==> config.mk <==
export PLATFORM = sky130hd
export DESIGN_NAME = msss_client_stream
export DESIGN_NICKNAME = d
export VERILOG_FILES = /design/src/logic/msss_pkg.sv /design/src/logic/msss_length_check.sv /design/src/logic/msss_segment_qualify.sv /design/src/logic/msss_client_stream.sv
export SDC_FILE = /design/constraint.sdc
export NUM_CORES = 1
export LEC_CHECK = 0
export BUFFER_PORTS_ARGS = -buffer_cell sky130_fd_sc_hd__buf_2
export CORE_AREA = 2 2 211 213
export CTS_CLUSTER_DIAMETER = 150
export DETAILED_ROUTE_END_ITERATION = 10
export DIE_AREA = 0 0 213 215
export HOLD_SLACK_MARGIN = 0.1
export PLACE_DENSITY = 0.57
export SLEW_MARGIN = 20
export SYNTH_ARGS = -nofsm -noshare
export SYNTH_HDL_FRONTEND = slang
export SYNTH_SLANG_ARGS = --single-unit
==> constraint.sdc <==
create_clock -name clock_i -period 3.08 [get_ports clock_i]
set_input_delay 0.462 -clock clock_i [delete_from_list [all_inputs] [get_ports clock_i]]
set_output_delay 0.462 -clock clock_i [all_outputs]
set_load 0.01 [all_outputs]
==> src/logic/msss_pkg.sv <==
package msss_pkg;

   // bus geometry
   localparam int unsigned BUS_BITS      = 128;
   localparam int unsigned SEG_BITS      = 64;
   localparam int unsigned SEG_COUNT     = 2;
   localparam int unsigned SEG_BYTES     = 8;
   localparam int unsigned BUS_BYTES     = 16;
   localparam int unsigned EMPTY_BITS    = 3;
   localparam int unsigned LANE_BITS     = 5;
   localparam int unsigned LEN_BITS      = 14;

   // byte counts at the width of the lane counter
   localparam logic [4:0]  SEG_BYTES_W   = 5'h08;

   // frame length checking
   localparam logic [13:0] LEN_WORD      = 14'h0010;
   localparam logic [13:0] LEN_MIN       = 14'h0040;
   localparam logic [13:0] LEN_MAX       = 14'h2400;
   localparam logic [13:0] LEN_SAT       = 14'h3fff;
   localparam logic [13:0] LEN_RESET     = 14'h0000;

   // reset values of the stream outputs
   localparam logic [2:0]  EMPTY_RESET   = 3'h0;
   localparam logic        FLAG_RESET    = 1'b0;

   typedef enum logic [1:0]
   {
      RX_IDLE  = 2'b01,
      RX_FRAME = 2'b10
   } msss_rx_state_t;

endpackage : msss_pkg

==> src/logic/msss_length_check.sv <==
`timescale 1ns/1ps
module msss_length_check
(
   input  wire logic        clock_i,
   input  wire logic        rstn_i,
   input  wire logic        word_take_i,
   input  wire logic        frame_start_i,
   input  wire logic        frame_end_i,
   input  wire logic [4:0]  last_bytes_i,
   output logic             length_bad_o
);

   logic [13:0] count_r;
   logic [13:0] base;
   logic [13:0] word_bytes;
   logic [14:0] total;
   logic [13:0] total_sat;

   // running length including the word now offered; saturates so giants stay giants
   always_comb
   begin
      word_bytes   = frame_end_i ? {9'h000, last_bytes_i} : msss_pkg::LEN_WORD;
      base         = frame_start_i ? msss_pkg::LEN_RESET : count_r;
      total        = {1'b0, base} + {1'b0, word_bytes};
      total_sat    = total[14] ? msss_pkg::LEN_SAT : total[13:0];
      length_bad_o = frame_end_i && ((total_sat < msss_pkg::LEN_MIN) || (total_sat > msss_pkg::LEN_MAX));
   end

   // count only words really taken into a frame
   always_ff @(posedge clock_i or negedge rstn_i)
   begin
      if (!rstn_i)
         count_r <= msss_pkg::LEN_RESET;
      else if (word_take_i)
         count_r <= frame_end_i ? msss_pkg::LEN_RESET : total_sat;
   end

endmodule : msss_length_check

==> src/logic/msss_segment_qualify.sv <==
`timescale 1ns/1ps
module msss_segment_qualify
(
   input  wire logic        word_valid_i,
   input  wire logic        frame_start_i,
   input  wire logic        frame_end_i,
   input  wire logic [4:0]  last_bytes_i,
   output logic [1:0]       enable_o,
   output logic [1:0]       start_o,
   output logic [1:0]       end_o,
   output logic [5:0]       empty_o,
   output logic [15:0]      byte_keep_o
);

   // per segment qualifiers; a segment is live unless the frame ended below it
   for (genvar s = 0; s < msss_pkg::SEG_COUNT; s++)
   begin : g_seg
      localparam logic [4:0] LO = 5'(s * msss_pkg::SEG_BYTES);
      localparam logic [4:0] HI = 5'((s + 1) * msss_pkg::SEG_BYTES);
      logic       present;
      logic       is_end;
      logic [4:0] fill;
      logic [4:0] unused;
      assign present = !frame_end_i || (last_bytes_i > LO);
      assign is_end  = frame_end_i && (last_bytes_i > LO) && (last_bytes_i <= HI);
      assign fill    = last_bytes_i - LO;
      assign unused  = msss_pkg::SEG_BYTES_W - fill;
      assign enable_o[s] = word_valid_i && present;
      assign start_o[s]  = word_valid_i && frame_start_i && (s == 0);
      assign end_o[s]    = word_valid_i && is_end;
      // only the closing segment may report empty lanes
      assign empty_o[3*s +: 3] = (word_valid_i && is_end) ? unused[2:0] : msss_pkg::EMPTY_RESET;
   end

   // lanes past the last valid byte are blanked so stale bytes never leak out
   for (genvar b = 0; b < msss_pkg::BUS_BYTES; b++)
   begin : g_byte
      assign byte_keep_o[b] = !frame_end_i || (last_bytes_i > 5'(b));
   end

endmodule : msss_segment_qualify

==> src/logic/msss_client_stream.sv <==
`timescale 1ns/1ps
module msss_client_stream
(
   input  wire logic         clock_i,
   input  wire logic         rstn_i,
   // receive words from the mac receive path
   input  wire logic         in_valid_i,
   input  wire logic         in_start_i,
   input  wire logic         in_end_i,
   input  wire logic [4:0]   in_last_bytes_i,
   input  wire logic [127:0] in_data_i,
   input  wire logic         in_fcs_bad_i,
   input  wire logic         in_block_bad_i,
   // receive stream to the client
   output logic              receive_valid_o,
   output logic [127:0]      receive_data_o,
   output logic              receive_segment0_enable_o,
   output logic              receive_segment1_enable_o,
   output logic              receive_segment0_frame_start_o,
   output logic              receive_segment1_frame_start_o,
   output logic              receive_segment0_frame_end_o,
   output logic              receive_segment1_frame_end_o,
   output logic              receive_segment0_bad_frame_o,
   output logic              receive_segment1_bad_frame_o,
   output logic [2:0]        receive_segment0_empty_count_o,
   output logic [2:0]        receive_segment1_empty_count_o,
   // transmit stream from the client
   input  wire logic         tx_core_ready_i,
   output logic              tx_ready_o,
   input  wire logic         tx_valid_i,
   input  wire logic [127:0] tx_data_i,
   output logic              tx_word_valid_o,
   output logic [127:0]      tx_word_o
);

   ////////////////////////////////////////////////////////////////////////////
   // receive framing

   msss_pkg::msss_rx_state_t rx_state_r;
   msss_pkg::msss_rx_state_t rx_state_nxt;
   logic                     word_take;
   logic                     block_bad_r;
   logic                     block_bad_now;
   logic                     length_bad;
   logic                     frame_bad;
   logic [1:0]               seg_enable;
   logic [1:0]               seg_start;
   logic [1:0]               seg_end;
   logic [5:0]               seg_empty;
   logic [15:0]              byte_keep;
   logic [127:0]             data_masked;

   // orphan words outside a frame are dropped; a new start always opens a frame
   assign word_take = in_valid_i && ((rx_state_r == msss_pkg::RX_FRAME) || in_start_i);

   always_comb
   begin
      rx_state_nxt = rx_state_r;
      unique case (rx_state_r)
         msss_pkg::RX_IDLE:
         begin
            if (word_take && !in_end_i)
               rx_state_nxt = msss_pkg::RX_FRAME;
         end
         msss_pkg::RX_FRAME:
         begin
            if (word_take && in_end_i)
               rx_state_nxt = msss_pkg::RX_IDLE;
         end
      endcase
   end

   // frame tracking state
   always_ff @(posedge clock_i or negedge rstn_i)
   begin
      if (!rstn_i)
         rx_state_r <= msss_pkg::RX_IDLE;
      else
         rx_state_r <= rx_state_nxt;
   end

   // a bad block seen in the same word as the start still counts
   assign block_bad_now = in_block_bad_i || (block_bad_r && !in_start_i);

   // sticky bad-block memory for the frame in flight
   always_ff @(posedge clock_i or negedge rstn_i)
   begin
      if (!rstn_i)
         block_bad_r <= msss_pkg::FLAG_RESET;
      else if (word_take)
         block_bad_r <= in_end_i ? msss_pkg::FLAG_RESET : block_bad_now;
   end

   msss_length_check u_length
   (
      .clock_i       (clock_i),
      .rstn_i        (rstn_i),
      .word_take_i   (word_take),
      .frame_start_i (in_start_i),
      .frame_end_i   (in_end_i),
      .last_bytes_i  (in_last_bytes_i),
      .length_bad_o  (length_bad)
   );

   assign frame_bad = in_end_i && (in_fcs_bad_i || block_bad_now || length_bad);

   msss_segment_qualify u_qualify
   (
      .word_valid_i  (word_take),
      .frame_start_i (in_start_i),
      .frame_end_i   (in_end_i),
      .last_bytes_i  (in_last_bytes_i),
      .enable_o      (seg_enable),
      .start_o       (seg_start),
      .end_o         (seg_end),
      .empty_o       (seg_empty),
      .byte_keep_o   (byte_keep)
   );

   // byte n of the frame stays on lane n, lane 0 at bits 7:0
   for (genvar b = 0; b < msss_pkg::BUS_BYTES; b++)
   begin : g_mask
      assign data_masked[8*b +: 8] = byte_keep[b] ? in_data_i[8*b +: 8] : 8'h00;
   end

   ////////////////////////////////////////////////////////////////////////////
   // receive output registers

   logic         rx_valid_r;
   logic [127:0] rx_data_r;
   logic [1:0]   rx_enable_r;
   logic [1:0]   rx_start_r;
   logic [1:0]   rx_end_r;
   logic [1:0]   rx_bad_r;
   logic [5:0]   rx_empty_r;

   // one word in, one word out the next edge; no buffer, so no gaps appear
   always_ff @(posedge clock_i or negedge rstn_i)
   begin
      if (!rstn_i)
      begin
         rx_valid_r  <= msss_pkg::FLAG_RESET;
         rx_data_r   <= 128'h0;
         rx_enable_r <= 2'h0;
         rx_start_r  <= 2'h0;
         rx_end_r    <= 2'h0;
         rx_bad_r    <= 2'h0;
         rx_empty_r  <= 6'h00;
      end
      else
      begin
         rx_valid_r  <= word_take;
         rx_data_r   <= word_take ? data_masked : 128'h0;
         rx_enable_r <= seg_enable;
         rx_start_r  <= seg_start;
         rx_end_r    <= seg_end;
         rx_bad_r    <= seg_end & {2{frame_bad}};
         rx_empty_r  <= seg_empty;
      end
   end

   // all receive outputs come straight from flops on clock_i
   assign receive_valid_o                = rx_valid_r;
   assign receive_data_o                 = rx_data_r;
   assign receive_segment0_enable_o      = rx_enable_r[0];
   assign receive_segment1_enable_o      = rx_enable_r[1];
   assign receive_segment0_frame_start_o = rx_start_r[0];
   assign receive_segment1_frame_start_o = rx_start_r[1];
   assign receive_segment0_frame_end_o   = rx_end_r[0];
   assign receive_segment1_frame_end_o   = rx_end_r[1];
   assign receive_segment0_bad_frame_o   = rx_bad_r[0];
   assign receive_segment1_bad_frame_o   = rx_bad_r[1];
   assign receive_segment0_empty_count_o = rx_empty_r[2:0];
   assign receive_segment1_empty_count_o = rx_empty_r[5:3];

   ////////////////////////////////////////////////////////////////////////////
   // transmit handshake

   logic         tx_ready_r;
   logic         tx_take;
   logic         tx_word_valid_r;
   logic [127:0] tx_word_r;

   // ready is registered so the client sees a clean level for a whole cycle
   always_ff @(posedge clock_i or negedge rstn_i)
   begin
      if (!rstn_i)
         tx_ready_r <= msss_pkg::FLAG_RESET;
      else
         tx_ready_r <= tx_core_ready_i;
   end

   // anything offered while not ready is simply not taken
   assign tx_take = tx_valid_i && tx_ready_r;

   // client inputs sampled on the same edge that drives ready
   always_ff @(posedge clock_i or negedge rstn_i)
   begin
      if (!rstn_i)
      begin
         tx_word_valid_r <= msss_pkg::FLAG_RESET;
         tx_word_r       <= 128'h0;
      end
      else
      begin
         tx_word_valid_r <= tx_take;
         if (tx_take)
            tx_word_r <= tx_data_i;
      end
   end

   assign tx_ready_o      = tx_ready_r;
   assign tx_word_valid_o = tx_word_valid_r;
   assign tx_word_o       = tx_word_r;

   ////////////////////////////////////////////////////////////////////////////
   // checks

   property p_valid_enable;
      @(posedge clock_i) disable iff (!rstn_i)
      receive_valid_o == receive_segment0_enable_o;
   endproperty
   a_valid_enable: assert property (p_valid_enable) else $error("segment 0 enable differs from valid");

   property p_seg1_needs_valid;
      @(posedge clock_i) disable iff (!rstn_i)
      receive_segment1_enable_o |-> receive_valid_o;
   endproperty
   a_seg1_needs_valid: assert property (p_seg1_needs_valid) else $error("segment 1 enabled without valid");

   property p_empty_zero_mid;
      @(posedge clock_i) disable iff (!rstn_i)
      !(receive_segment0_frame_end_o || receive_segment1_frame_end_o)
         |-> (receive_segment0_empty_count_o == 3'h0) && (receive_segment1_empty_count_o == 3'h0);
   endproperty
   a_empty_zero_mid: assert property (p_empty_zero_mid) else $error("empty count set outside end cycle");

   property p_gapless;
      @(posedge clock_i) disable iff (!rstn_i)
      (rx_state_r == msss_pkg::RX_FRAME) && in_valid_i |=> receive_valid_o;
   endproperty
   a_gapless: assert property (p_gapless) else $error("frame word not delivered next cycle");

   property p_short_frame;
      @(posedge clock_i) disable iff (!rstn_i)
      in_valid_i && in_start_i && in_end_i
         |=> receive_segment0_frame_start_o && (receive_segment0_frame_end_o || receive_segment1_frame_end_o)
             && (receive_segment0_bad_frame_o || receive_segment1_bad_frame_o);
   endproperty
   a_short_frame: assert property (p_short_frame) else $error("one-word frame lacks start, end or length error");

   property p_fcs_error;
      @(posedge clock_i) disable iff (!rstn_i)
      word_take && in_end_i && in_fcs_bad_i |=> receive_segment0_bad_frame_o || receive_segment1_bad_frame_o;
   endproperty
   a_fcs_error: assert property (p_fcs_error) else $error("fcs failure not flagged");

   property p_bad_qualified;
      @(posedge clock_i) disable iff (!rstn_i)
      receive_segment1_bad_frame_o |-> receive_segment1_enable_o && receive_segment1_frame_end_o && receive_valid_o;
   endproperty
   a_bad_qualified: assert property (p_bad_qualified) else $error("error flag outside qualified end cycle");

   property p_seg1_end_full0;
      @(posedge clock_i) disable iff (!rstn_i)
      receive_segment1_frame_end_o |-> receive_segment1_enable_o && !receive_segment0_frame_end_o;
   endproperty
   a_seg1_end_full0: assert property (p_seg1_end_full0) else $error("end in segment 1 not qualified");

   property p_first_byte;
      @(posedge clock_i) disable iff (!rstn_i)
      word_take && in_start_i && (!in_end_i || (in_last_bytes_i > 5'h01))
         |=> receive_data_o[15:0] == $past(in_data_i[15:0]);
   endproperty
   a_first_byte: assert property (p_first_byte) else $error("first bytes not on low lanes");

   property p_tx_take;
      @(posedge clock_i) disable iff (!rstn_i)
      tx_word_valid_o |-> $past(tx_valid_i) && $past(tx_ready_o);
   endproperty
   a_tx_take: assert property (p_tx_take) else $error("transmit word taken without valid and ready");

   property p_tx_stall;
      @(posedge clock_i) disable iff (!rstn_i)
      !tx_ready_o ##1 1'b1 |-> !tx_word_valid_o;
   endproperty
   a_tx_stall: assert property (p_tx_stall) else $error("transmit word taken while not ready");

   property p_bad0_qualified;
      @(posedge clock_i) disable iff (!rstn_i)
      receive_segment0_bad_frame_o |-> receive_segment0_enable_o && receive_segment0_frame_end_o && receive_valid_o;
   endproperty
   a_bad0_qualified: assert property (p_bad0_qualified) else $error("segment 0 error flag unqualified");

   property p_block_error;
      @(posedge clock_i) disable iff (!rstn_i)
      word_take && in_end_i && in_block_bad_i |=> receive_segment0_bad_frame_o || receive_segment1_bad_frame_o;
   endproperty
   a_block_error: assert property (p_block_error) else $error("bad block in end word not flagged");

   property p_mid_full;
      @(posedge clock_i) disable iff (!rstn_i)
      receive_valid_o && !receive_segment0_frame_end_o && !receive_segment1_frame_end_o
         |-> receive_segment1_enable_o;
   endproperty
   a_mid_full: assert property (p_mid_full) else $error("non-final word not full width");

   property p_end0_closes;
      @(posedge clock_i) disable iff (!rstn_i)
      receive_segment0_frame_end_o |-> !receive_segment1_enable_o && (receive_data_o[127:64] == 64'h0);
   endproperty
   a_end0_closes: assert property (p_end0_closes) else $error("segment 1 live after end in segment 0");

   property p_idle_quiet;
      @(posedge clock_i) disable iff (!rstn_i)
      !receive_valid_o |-> (receive_data_o == 128'h0) && !receive_segment0_frame_start_o
         && !receive_segment0_frame_end_o && !receive_segment1_frame_end_o;
   endproperty
   a_idle_quiet: assert property (p_idle_quiet) else $error("qualifiers active while valid is low");

   property p_no_orphan;
      @(posedge clock_i) disable iff (!rstn_i)
      !word_take |=> !receive_valid_o;
   endproperty
   a_no_orphan: assert property (p_no_orphan) else $error("word delivered that was never taken");

endmodule : msss_client_stream

Yosys cells after proc, flatten, opt, wreduce, memory -nomap -nowiden. Index checks and enable logic that the tools add are counted.

Memory bits (writable): 0. Bits in read-only memories: 0. Bits in registers: 289. Memories: 0. Word-level logic and storage cells: 109. Input bits: 270. Output and inout bits: 273. Bits in latches: 0.

Shifts and indexed selects: 0. Reductions and logical operators: 40. Divide/modulo/power cells: 0. Eq/ne operators: 4. Bitwise operators: 1. $mul: 0. Mux-type cells: 27. Magnitude comparators: 20. $add $sub $neg: 4.

Operators by type and width (count): 2-to-1 mux 128 bit (1); 2-to-1 mux 8 bit (16); 2-to-1 mux 14 bit (3); > comparator 5 x 4 -> 1 bit (second input constant) (8); logical OR 1 bit (21); > comparator 5 x 3 -> 1 bit (second input constant) (4); logical AND 1 bit (16); adder 14 x 14 -> 15 bit (1); > comparator 14 bit (second input constant) (1); < comparator 14 x 7 -> 1 bit (second input constant) (1); > comparator 5 x 1 -> 1 bit (second input constant) (2); > comparator 5 x 2 -> 1 bit (second input constant) (2); 2-to-1 mux 3 bit (2); subtractor 1 x 3 -> 3 bit (first input constant) (2); less-or-equal comparator 5 x 4 -> 1 bit (second input constant) (1); less-or-equal comparator 5 bit (second input constant) (1); 2-to-1 mux 5 bit (1); 2-to-1 mux 2 bit (2); one-hot mux 2 bit (2 select lines) (1); subtractor 3 x 1 -> 3 bit (second input constant) (1); bitwise AND 2 bit (1); equality test 2 x 1 -> 1 bit (second input constant) (1); equality test 2 bit (second input constant) (1); zero test 1 bit (2); 4 further kinds (4).

Depth between registers and ports, before layout. Gate-level depths: netlist of run 1.

Word-level depth: 9. Mapped depth: 13. Depth with buffers taken out: 11.

Cells and area by module. A second synthesis of run 1 with hierarchy kept.

Cell total of the unflattened synthesis: 790. Area, all modules: 11267.1 µm².

Modules (own cells, without submodules): msss_client_stream (cells an instance 579, instances 1, area an instance 9572.9 µm²); msss_length_check (cells an instance 151, instances 1, area an instance 1307.5 µm²); msss_segment_qualify (cells an instance 60, instances 1, area an instance 386.6 µm²).

Least setup slack after synthesis of run 1. Ideal clock, no wire load.

Kind: input to register. From: input port in_start_i. To: register rx_bad_r[0]. Cell stages on the path: 13. Arrival time: 3.181 ns. Slack: -0.237 ns. Cells stage by stage: clkbuf_1 > clkbuf_1 > nor2b_1 > ha_1 > inv_1 > fa_1 > and2b_1 > o211ai_1 > a211oi_1 > mux2i_1 > nor2_1 > a2111oi_2 > a31oi_1.

Longest elaborated chain between the ends: 9. Elaborated cells on any way between the ends: 17. Those cells by class: add/sub: 1; order compare: 2; mux: 2; bitwise: 1; reduce/logical: 11.

RTL lines: start: declaration (line msss_client_stream.sv:8) `input wire logic in_start_i,`; 2-to-1 mux 14 bit (line msss_length_check.sv:23) `base = frame_start_i ? msss_pkg::LEN_RESET : count_r;`; adder 14 x 14 -> 15 bit (line msss_length_check.sv:24) `total = {1'b0, base} + {1'b0, word_bytes};`; 2-to-1 mux 14 bit (line msss_length_check.sv:25) `total_sat = total[14] ? msss_pkg::LEN_SAT : total[13:0];`; < comparator 14 x 7 -> 1 bit / > comparator 14 bit (equally long branches) (line msss_length_check.sv:26) `length_bad_o = frame_end_i && ((total_sat < msss_pkg::LEN_MIN) || (total_sat > msss_pkg::LEN_MAX));`; logical OR 1 bit (line msss_length_check.sv:26); logical AND 1 bit (line msss_length_check.sv:26); logical OR 1 bit (line msss_client_stream.sv:105) `assign frame_bad = in_end_i && (in_fcs_bad_i || block_bad_now || length_bad);`; logical AND 1 bit (line msss_client_stream.sv:105); bitwise AND 2 bit * (line msss_client_stream.sv:157) `rx_bad_r <= seg_end & {2{frame_bad}};`; end signal: assignment (line msss_client_stream.sv:157); end: declaration (line msss_client_stream.sv:134) `logic [1:0] rx_bad_r;`.

Every way passes the cells marked *; elsewhere a longest branch is shown, timed or not. A chain may end at the register's enable or synchronous reset.

Worst setup path in the final report of run 1.
From: register u_length.count_r[0]. To: register rx_bad_r[1].

Longest elaborated chain between the ends: 9. Elaborated cells on any way between the ends: 10. Those cells by class: add/sub: 1; order compare: 2; mux: 2; bitwise: 1; reduce/logical: 4.

RTL lines: start: declaration (line msss_length_check.sv:13) `logic [13:0] count_r;`; start signal: assignment (line msss_length_check.sv:33) `count_r <= msss_pkg::LEN_RESET;`; start signal: assignment (line msss_length_check.sv:35) `count_r <= frame_end_i ? msss_pkg::LEN_RESET : total_sat;`; 2-to-1 mux 14 bit * (line msss_length_check.sv:23); adder 14 x 14 -> 15 bit * (line msss_length_check.sv:24); 2-to-1 mux 14 bit * (line msss_length_check.sv:25); < comparator 14 x 7 -> 1 bit / > comparator 14 bit (equally long branches) (line msss_length_check.sv:26); logical OR 1 bit * (line msss_length_check.sv:26); logical AND 1 bit * (line msss_length_check.sv:26); logical OR 1 bit * (line msss_client_stream.sv:105); logical AND 1 bit * (line msss_client_stream.sv:105); bitwise AND 2 bit * (line msss_client_stream.sv:157).

Marked as above.

==> results of run 1 <==
==> through the flow <==
step                      TNS (ns)  total power, mW  std cells
after floorplan            -0.0545             5.13        792
after global placement    -0.00483             6.03       1931
after detailed placement    -0.149             6.06       1931
after CTS                        0             10.3       2013
after global routing             0             10.6       2016
final                            0             10.1       2018
==> cells in the mapped netlist (6+ instances only) <==
cell type	instances	area share, %
mux2_2	129	13
o21ai_0	9	0.41
a21oi_1	29	1.3
nor2_1	27	0.93
nand2_1	22	0.75
xnor2_1	6	0.48
dfrtp_1	288	66
nand3_1	12	0.55
clkbuf_1	24	0.82
nor2b_1	9	0.51
ha_1	9	1.0
and3_1	8	0.46
o31ai_1	9	0.62
inv_1	18	0.62
and2_1	127	7.3
==> where the power goes <==
group | internal [mW] | switching (mW)
Combinational | 0.761 | 0.860
Sequential | 4.19 | 0.159
Clock | 2.53 | 1.62
==> state kept, by name (all words and copies together) (netlist names) <==
name              flops
block_bad_r           1
receive_data_o      128
receive_valid_o       1
rx_bad_r              2
rx_empty_r            6
rx_enable_r           2
rx_end_r              2
rx_start_r            1
rx_state_r            2
tx_ready_o            1
tx_word_o           128
tx_word_valid_o       1
u_length.count_r     14
==> layer usage <==
metal	part of all wire (%)	GRT usage (%)	vias up	wire length, microns
met5	0.22	0	-	81
met3	8.7	5.55	54	3170
met4	2.2	4.17	12	819
met1	40	18.1	4092	14400
met2	49	26.7	348	18000
li1	-	-	3901	-
==> area by class of cell <==
cell class,count,area [sq um],share of cell area [%]
clock buffers,52,1050,6.56
diodes,5,12.5,0.0780
well taps,592,741,4.62
multi-input cells,454,3550,22.1
inverters,18,67.6,0.421
repair buffers,600,3280,20.4
flip-flops and latches,289,7230,45.1
clock inverters,8,100,0.624
==> repair_timing <==
| item | CTS | global route |
|---|---|---|
| hold buffers | 22 | 0 |
| buffers inserted | 0 | 0 |
| gates resized for setup | 0 | 1 |
| endpoints found under the setup margin | 0 | 2 |
| hold endpoints to repair | 102 | 0 |
==> worst register-to-register path: cells and delay by family (launching register included) <==
| kind | cells | cell delay [ns] |
|---|---|---|
| buf+inv | 2 | 0.28 |
| compound gates | 4 | 1.09 |
| fa+ha+maj | 2 | 0.37 |
| simple gates | 4 | 0.64 |
| flops | 1 | 0.37 |
==> worst paths after layout <==
| check | from | to | slack, ns | cells past startpoint |
|---|---|---|---|---|
| max | u_length.count_r[0] | rx_bad_r[1] | 0.20 | 12 |
| min | in_data_i[11] | receive_data_o[11] | 0.14 | 2 |
| max reg2reg | u_length.count_r[0] | rx_bad_r[1] | 0.20 | 12 |
| min reg2reg | u_length.count_r[0] | u_length.count_r[0] | 0.47 | 2 |
| max in group asynchronous | rstn_i | tx_word_o[75] | 1.71 | 3 |
| min in group asynchronous | rstn_i | u_length.count_r[1] | 0.54 | 2 |
==> cell families (layout without fill, tap and decap cells) <==
kind of cell	Yosys count	in the layout	share of synthesized area [%]
flip-flops	289	289	66.1
AND/OR/NAND/NOR	223	223	11.7
multiplexers	133	133	13.6
AO/OA/AOI/OAI	80	80	4.96
buffers and inverters	49	678	1.76
adder cells (fa/ha/maj)	10	10	1.21
XOR/XNOR	7	7	0.561
other	1	6	0.0343
==> layout by cell type (no fill, tap or decap), drive strengths merged, types with 5 or more instances in the layout <==
cell type / instances
o21ai: 10
and2: 127
and3: 8
a21oi: 31
diode: 5
nand2b: 5
dlygate4sd3: 22
a211oi: 5
buf: 578
xnor2: 6
clkbuf: 52
nor2: 27
dfrtp: 288
nand3: 12
mux2: 129
o31ai: 9
inv: 19
ha: 9
nand2: 22
nor2b: 9
==> metrics, run 1 <==
outcome finished, final reports clean; CP max-delay cell o211ai_1; TritonCTS Buffers 35; synthesized net count 1072; Post-Synthesis Cells a little under 800; Placer Congestion 0.858; Clock Tree Buf Depth 3; CTS tree yes; Site Rows slightly below 80; Util after Layout between 30% and 40%; Area Growth Syn to Fin 46.6%; num ports 543; min-delay worst type primary input to register; Mapped Area 10900 sq um; critical path class register to register; worst-path maximum fanout 5; relative slew slack between 40% and 50%; Peak Freq 347 MHz; fin area between 15000 and 20000 sq um; maxcap violations 0; Worst Path Buf+Inv 2; Final Max Tran Viols 0; final hold slack around 0.14 ns; number of clock sinks 289; fill count around 4300; Post-synth EDFFs 0; Cell Pwr Density 631 nW/um^2; H-tree levels 2; GR Util All Layers between 10% and 20%; leakage 8.15 nW; Initial DRT Pass Iterations 4; crit-path most repeated cell a2111oi_4; total congestion overflow 0; total die area 45800 sq um; global-route wire length before repair 53200 microns; Netlist cell types 51; initial drt markers between 400 and 500; DIE WIDTH 213 microns; dpl ws -0.0821 ns; core area roughly 44000 sq um; vias in the first global route ~8700; CP Capture Type register; Main synth FF type dfrtp_1; Root Buffer clkbuf_16; initial antenna violation count 12; Tmin final 2.88 ns; Final Setup Violations 0; skew final approximately 0.015 ns; Clock Pin Slew Worst Setup and Hold Paths 0.06 ns; Worst path top cell family by delay compound AO/OA/AOI/OAI gates; port bufs 541; Seq/Total Area, Yosys 66.1%; CP Launch Type register; post-route ant nets 0; Via density around 4.2; Worst Path Required 3.47 ns; unrepaired setup endpoints after global routing false; chip height about 220 microns; worst setup margin 0.197 ns; FF+latch count, synth 289; worst skew pair latency 0.52 ns; Max stage delay on crit path 0.47 ns; Final Cycle Share 93.6%; placed inst area 14600 sq um; hold violation count in the final report 0; Syn. warnings 0; Syn Area/Cell about 14 sq um; Post-synth ARST share 100%; drt drc 0; CP Cell Sequence nor2b_1 -> ha_2 -> inv_2 -> fa_2 -> and2b_1 -> o211ai_1 -> buf_4 -> a2111oi_4 -> nor2_1 -> nand3_1 -> a2111oi_4 -> a31oi_1; share of layout cells above drive strength 1 54.5%; Peak VDD IR 0.000403 V; Worst Path Arrival 3.28 ns; hpwl dp 28400 microns; pin count of the biggest net entering global routing roughly 90; Routed WL per cell between 15 and 20 microns; NumNets Final 1678; initial core utilization 25.1%; Worst Tran Pin Value a little under 0.8 ns; via count 8407; WL final 36500 microns
No activity file was read; power rests on OpenSTA's default activity.
==> run 2, diff against run 1 <==
--- a/config.mk
+++ b/config.mk
@@ -6,12 +6,12 @@
 export NUM_CORES = 1
 export LEC_CHECK = 0
 export BUFFER_PORTS_ARGS = -buffer_cell sky130_fd_sc_hd__buf_2
-export CORE_AREA = 2 2 211 213
+export CORE_AREA = 2 2 210 212
 export CTS_CLUSTER_DIAMETER = 150
 export DETAILED_ROUTE_END_ITERATION = 10
-export DIE_AREA = 0 0 213 215
+export DIE_AREA = 0 0 212 214
 export HOLD_SLACK_MARGIN = 0.1
-export PLACE_DENSITY = 0.57
+export PLACE_DENSITY_LB_ADDON = 0.2
 export SLEW_MARGIN = 20
 export SYNTH_ARGS = -nofsm -noshare
 export SYNTH_HDL_FRONTEND = slang
==> constraint.sdc (replaced) <==
create_clock -name clock_i -period 3.53 [get_ports clock_i]
set_input_delay 0.5295 -clock clock_i [delete_from_list [all_inputs] [get_ports clock_i]]
set_output_delay 0.5295 -clock clock_i [all_outputs]
set_load 0.01 [all_outputs]
==> run 2 against run 1 <==
Net effect:
- final cell count decreased by 2.1%
- design area decreased by 2.6%
- via count fell by 2.2%
- non-clock buffer count fell by 35
- sequential share of layout area rose by 1.2 points
- maximum frequency decreased by 0.46%
- total power decreased by 14%
- clock skew rose by 0.00078 ns
- first-iteration DRC count down 11%
- die area shrank 0.93%
- register-to-register slack gained 0.44 ns
- critical endpoint unchanged
==> metrics, run 2 (synthesis results as in run 1) <==
initial core utilization 25.5% (was 25.1%); post-route ant nets 0 (unchanged); logic gate share of total power 16.1% (was 16.0%); drt drc 0 (unchanged); hold violation count in the final report 0 (unchanged); WL final 37700 microns (was 36500 microns); Area Growth Syn to Fin 42.7% (was 46.6%); capture point of the critical path rx_bad_r[1] (unchanged); critical path launch point u_length.count_r[0] (unchanged); cts repair resizes 0 (unchanged); clock network power share 40.2% (was 41.0%); Placed Cells 1909 (was 1931); CP max-delay cell a211oi_1 (was o211ai_1); CP Capture Type register (unchanged); Worst Reg-to-Reg Cells 11 (was 12); P_int 6.36 mW (was 7.48 mW); share of layout cells above drive strength 1 54.2% (was 54.5%); Routed WL per cell 19.1 microns (was 18.1 microns); Final Max Tran Viols 0 (unchanged); GR Util All Layers 16.4% (was 15.5%); Peak Freq 345 MHz (was 347 MHz); placed inst area 14500 sq um (was 14600 sq um); worst r2r src u_length.count_r[0] (unchanged); Root Buffer clkbuf_16 (unchanged); via count 8221 (was 8407); relative slew slack 33.3% (was 47.2%); critical path class register to register (unchanged); pin count of the biggest net entering global routing 99 (was 89); CP Cell Sequence nor2b_1 -> ha_1 -> inv_1 -> fa_1 -> and2b_1 -> o211ai_1 -> a211oi_1 -> mux2i_1 -> nor3_1 -> a221o_1 -> a31oi_1 (was nor2b_1 -> ha_2 -> inv_2 -> fa_2 -> and2b_1 -> o211ai_1 -> buf_4 -> a2111oi_4 -> nor2_1 -> nand3_1 -> a2111oi_4 -> a31oi_1); Worst Path Required 3.98 ns (was 3.47 ns); fin area 15600 sq um (was 16000 sq um); Clock Tree Buf Depth 3 (unchanged); initial antenna violation count 8 (was 12); total die area 45400 sq um (was 45800 sq um); worst-path maximum fanout 3 (was 5); vias in the first global route 8599 (was 8714); Worst Path Arrival 3.35 ns (was 3.28 ns); commonest non-fill, non-tap cell in the layout buf_2 (unchanged); Final Non-Filler Cells 1975 (was 2018); total congestion overflow 0 (unchanged); Switch Pwr 2.31 mW (was 2.63 mW); maxcap violations 0 (unchanged); Setup TNS 0 ns (unchanged); sequential share of power 43.7% (was 43.0%); Peak VDD IR 0.000333 V (was 0.000403 V); CP Launch Type register (unchanged); Final Setup Violations 0 (unchanged); TritonCTS Buffers 36 (was 35); reg2reg setup slack 0.63 ns (was 0.20 ns); number of clock sinks 289 (unchanged); highest-count cells in the layout ignoring fill and taps 540 x buf_2, 288 x dfrtp_1, 129 x mux2_2 (unchanged); Tmin final 2.90 ns (was 2.88 ns); initial drt markers 397 (was 445); port bufs 541 (unchanged); Site Rows 76 (was 77); switching share of power 26.6% (was 26.0%); Initial DRT Pass Iterations 4 (unchanged); hpwl dp 29400 microns (was 28400 microns); Cell Pwr Density 555 nW/um^2 (was 631 nW/um^2); Final Cycle Share 82.0% (was 93.6%); Clock Pin Slew Worst Setup and Hold Paths 0.06 ns (about the same); Util after Layout 36.4% (was 36.7%); min-delay worst type primary input to register (unchanged); unrepaired setup endpoints after global routing false (unchanged); core area 42900 sq um (was 43600 sq um); Worst Tran Pin Value 1.00 ns (was 0.792 ns); Reg2Reg Capture Point rx_bad_r[1] (unchanged); skew final 0.0162 ns (was 0.0154 ns); global-route wire length before repair 55400 microns (was 53200 microns); Max stage delay on crit path 0.45 ns (was 0.47 ns); CTS tree yes (unchanged); outcome finished, final reports clean (unchanged); NumNets Final 1644 (was 1678); leakage 7.95 nW (was 8.15 nW); num ports 543 (unchanged); DIE WIDTH 212 microns (was 213 microns); Placer Congestion 0.810 (was 0.858); Via density 4.16 (was 4.17); chip height 214 microns (was 215 microns); H-tree levels 2 (unchanged); worst skew pair latency 0.53 ns (was 0.52 ns)
-- run 2: cell types whose count changed in the layout (fill, tap and decap cells not counted), sizes merged --
cell | previous run | this run
buf | 578 | 563
diode | 5 | 3
dlygate4sd3 | 22 | 2
clkbuf | 52 | 53
bufinv | 2 | 1
clkinvlp | 1 | 2
-- run 2: metrics by stage --
stage | hold WS [ns] | setup WS, ns | power (mW)
2_1_floorplan | 0.234 | 0.146 | 4.47
6_report | 0.195 | 0.634 | 8.66
4_1_cts | 0.153 | 0.616 | 8.85
3_5_place_dp | 0.465 | 0.236 | 5.28
5_1_grt | 0.169 | 0.331 | 9.12
3_3_place_gp | 0.456 | 0.253 | 5.26
-- run 2: worst min path at each step --
stage	startpoint	end	slack, ns	depth (start not counted)
6_report	in_data_i[35]	receive_data_o[35]	0.20	2
5_1_grt	in_data_i[35]	receive_data_o[35]	0.17	2
4_1_cts	in_data_i[35]	receive_data_o[35]	0.15	2
3_5_place_dp	block_bad_r	block_bad_r	0.47	2
3_3_place_gp	block_bad_r	block_bad_r	0.46	2
2_1_floorplan	rstn_i	block_bad_r	0.23	0
-- run 2: worst max-delay path: cells and delay by family, from the launching register on --
kind            cells  cell delay [ns]
compound gates      4             1.12
mux                 1             0.28
buf+inv             1             0.05
flops               1             0.35
fa+ha+maj           2             0.56
simple gates        3             0.46
-- run 2: power groups by stage --
stage | logic (mW) | clock network, mW | registers, mW
2_1_floorplan | 0.445 | 0 | 4.02
3_3_place_gp | 1.42 | 0 | 3.84
3_5_place_dp | 1.43 | 0 | 3.85
4_1_cts | 1.44 | 3.63 | 3.79
5_1_grt | 1.52 | 3.77 | 3.83
6_report | 1.39 | 3.48 | 3.79
-- run 2: routing by layer --
metal / routed length [microns] / GRT usage (%) / share of wire [%] / vias to the layer above
li1: - / - / - / 3830
met5: 90 / 0 / 0.24 / -
met2: 19400 / 29.0 / 51 / 288
met3: 3290 / 5.66 / 8.7 / 57
met4: 890 / 5.40 / 2.4 / 14
met1: 14100 / 18.4 / 37 / 4032
-- run 2: repair_timing --
action | in CTS | in global routing
endpoints found under the hold margin | 94 | 0
hold buffers | 2 | 0
setup buffers | 0 | 0
-- run 2: final cells by class --
class,count,area [sq um]
antenna,3,7.51
clock buffer,53,1010
clock inverter,8,88.8
fill,4294,27300
inverter,18,67.6
multi-input combinational,454,3530
sequential,289,7230
tap,585,732
timing repair buffer,565,2940
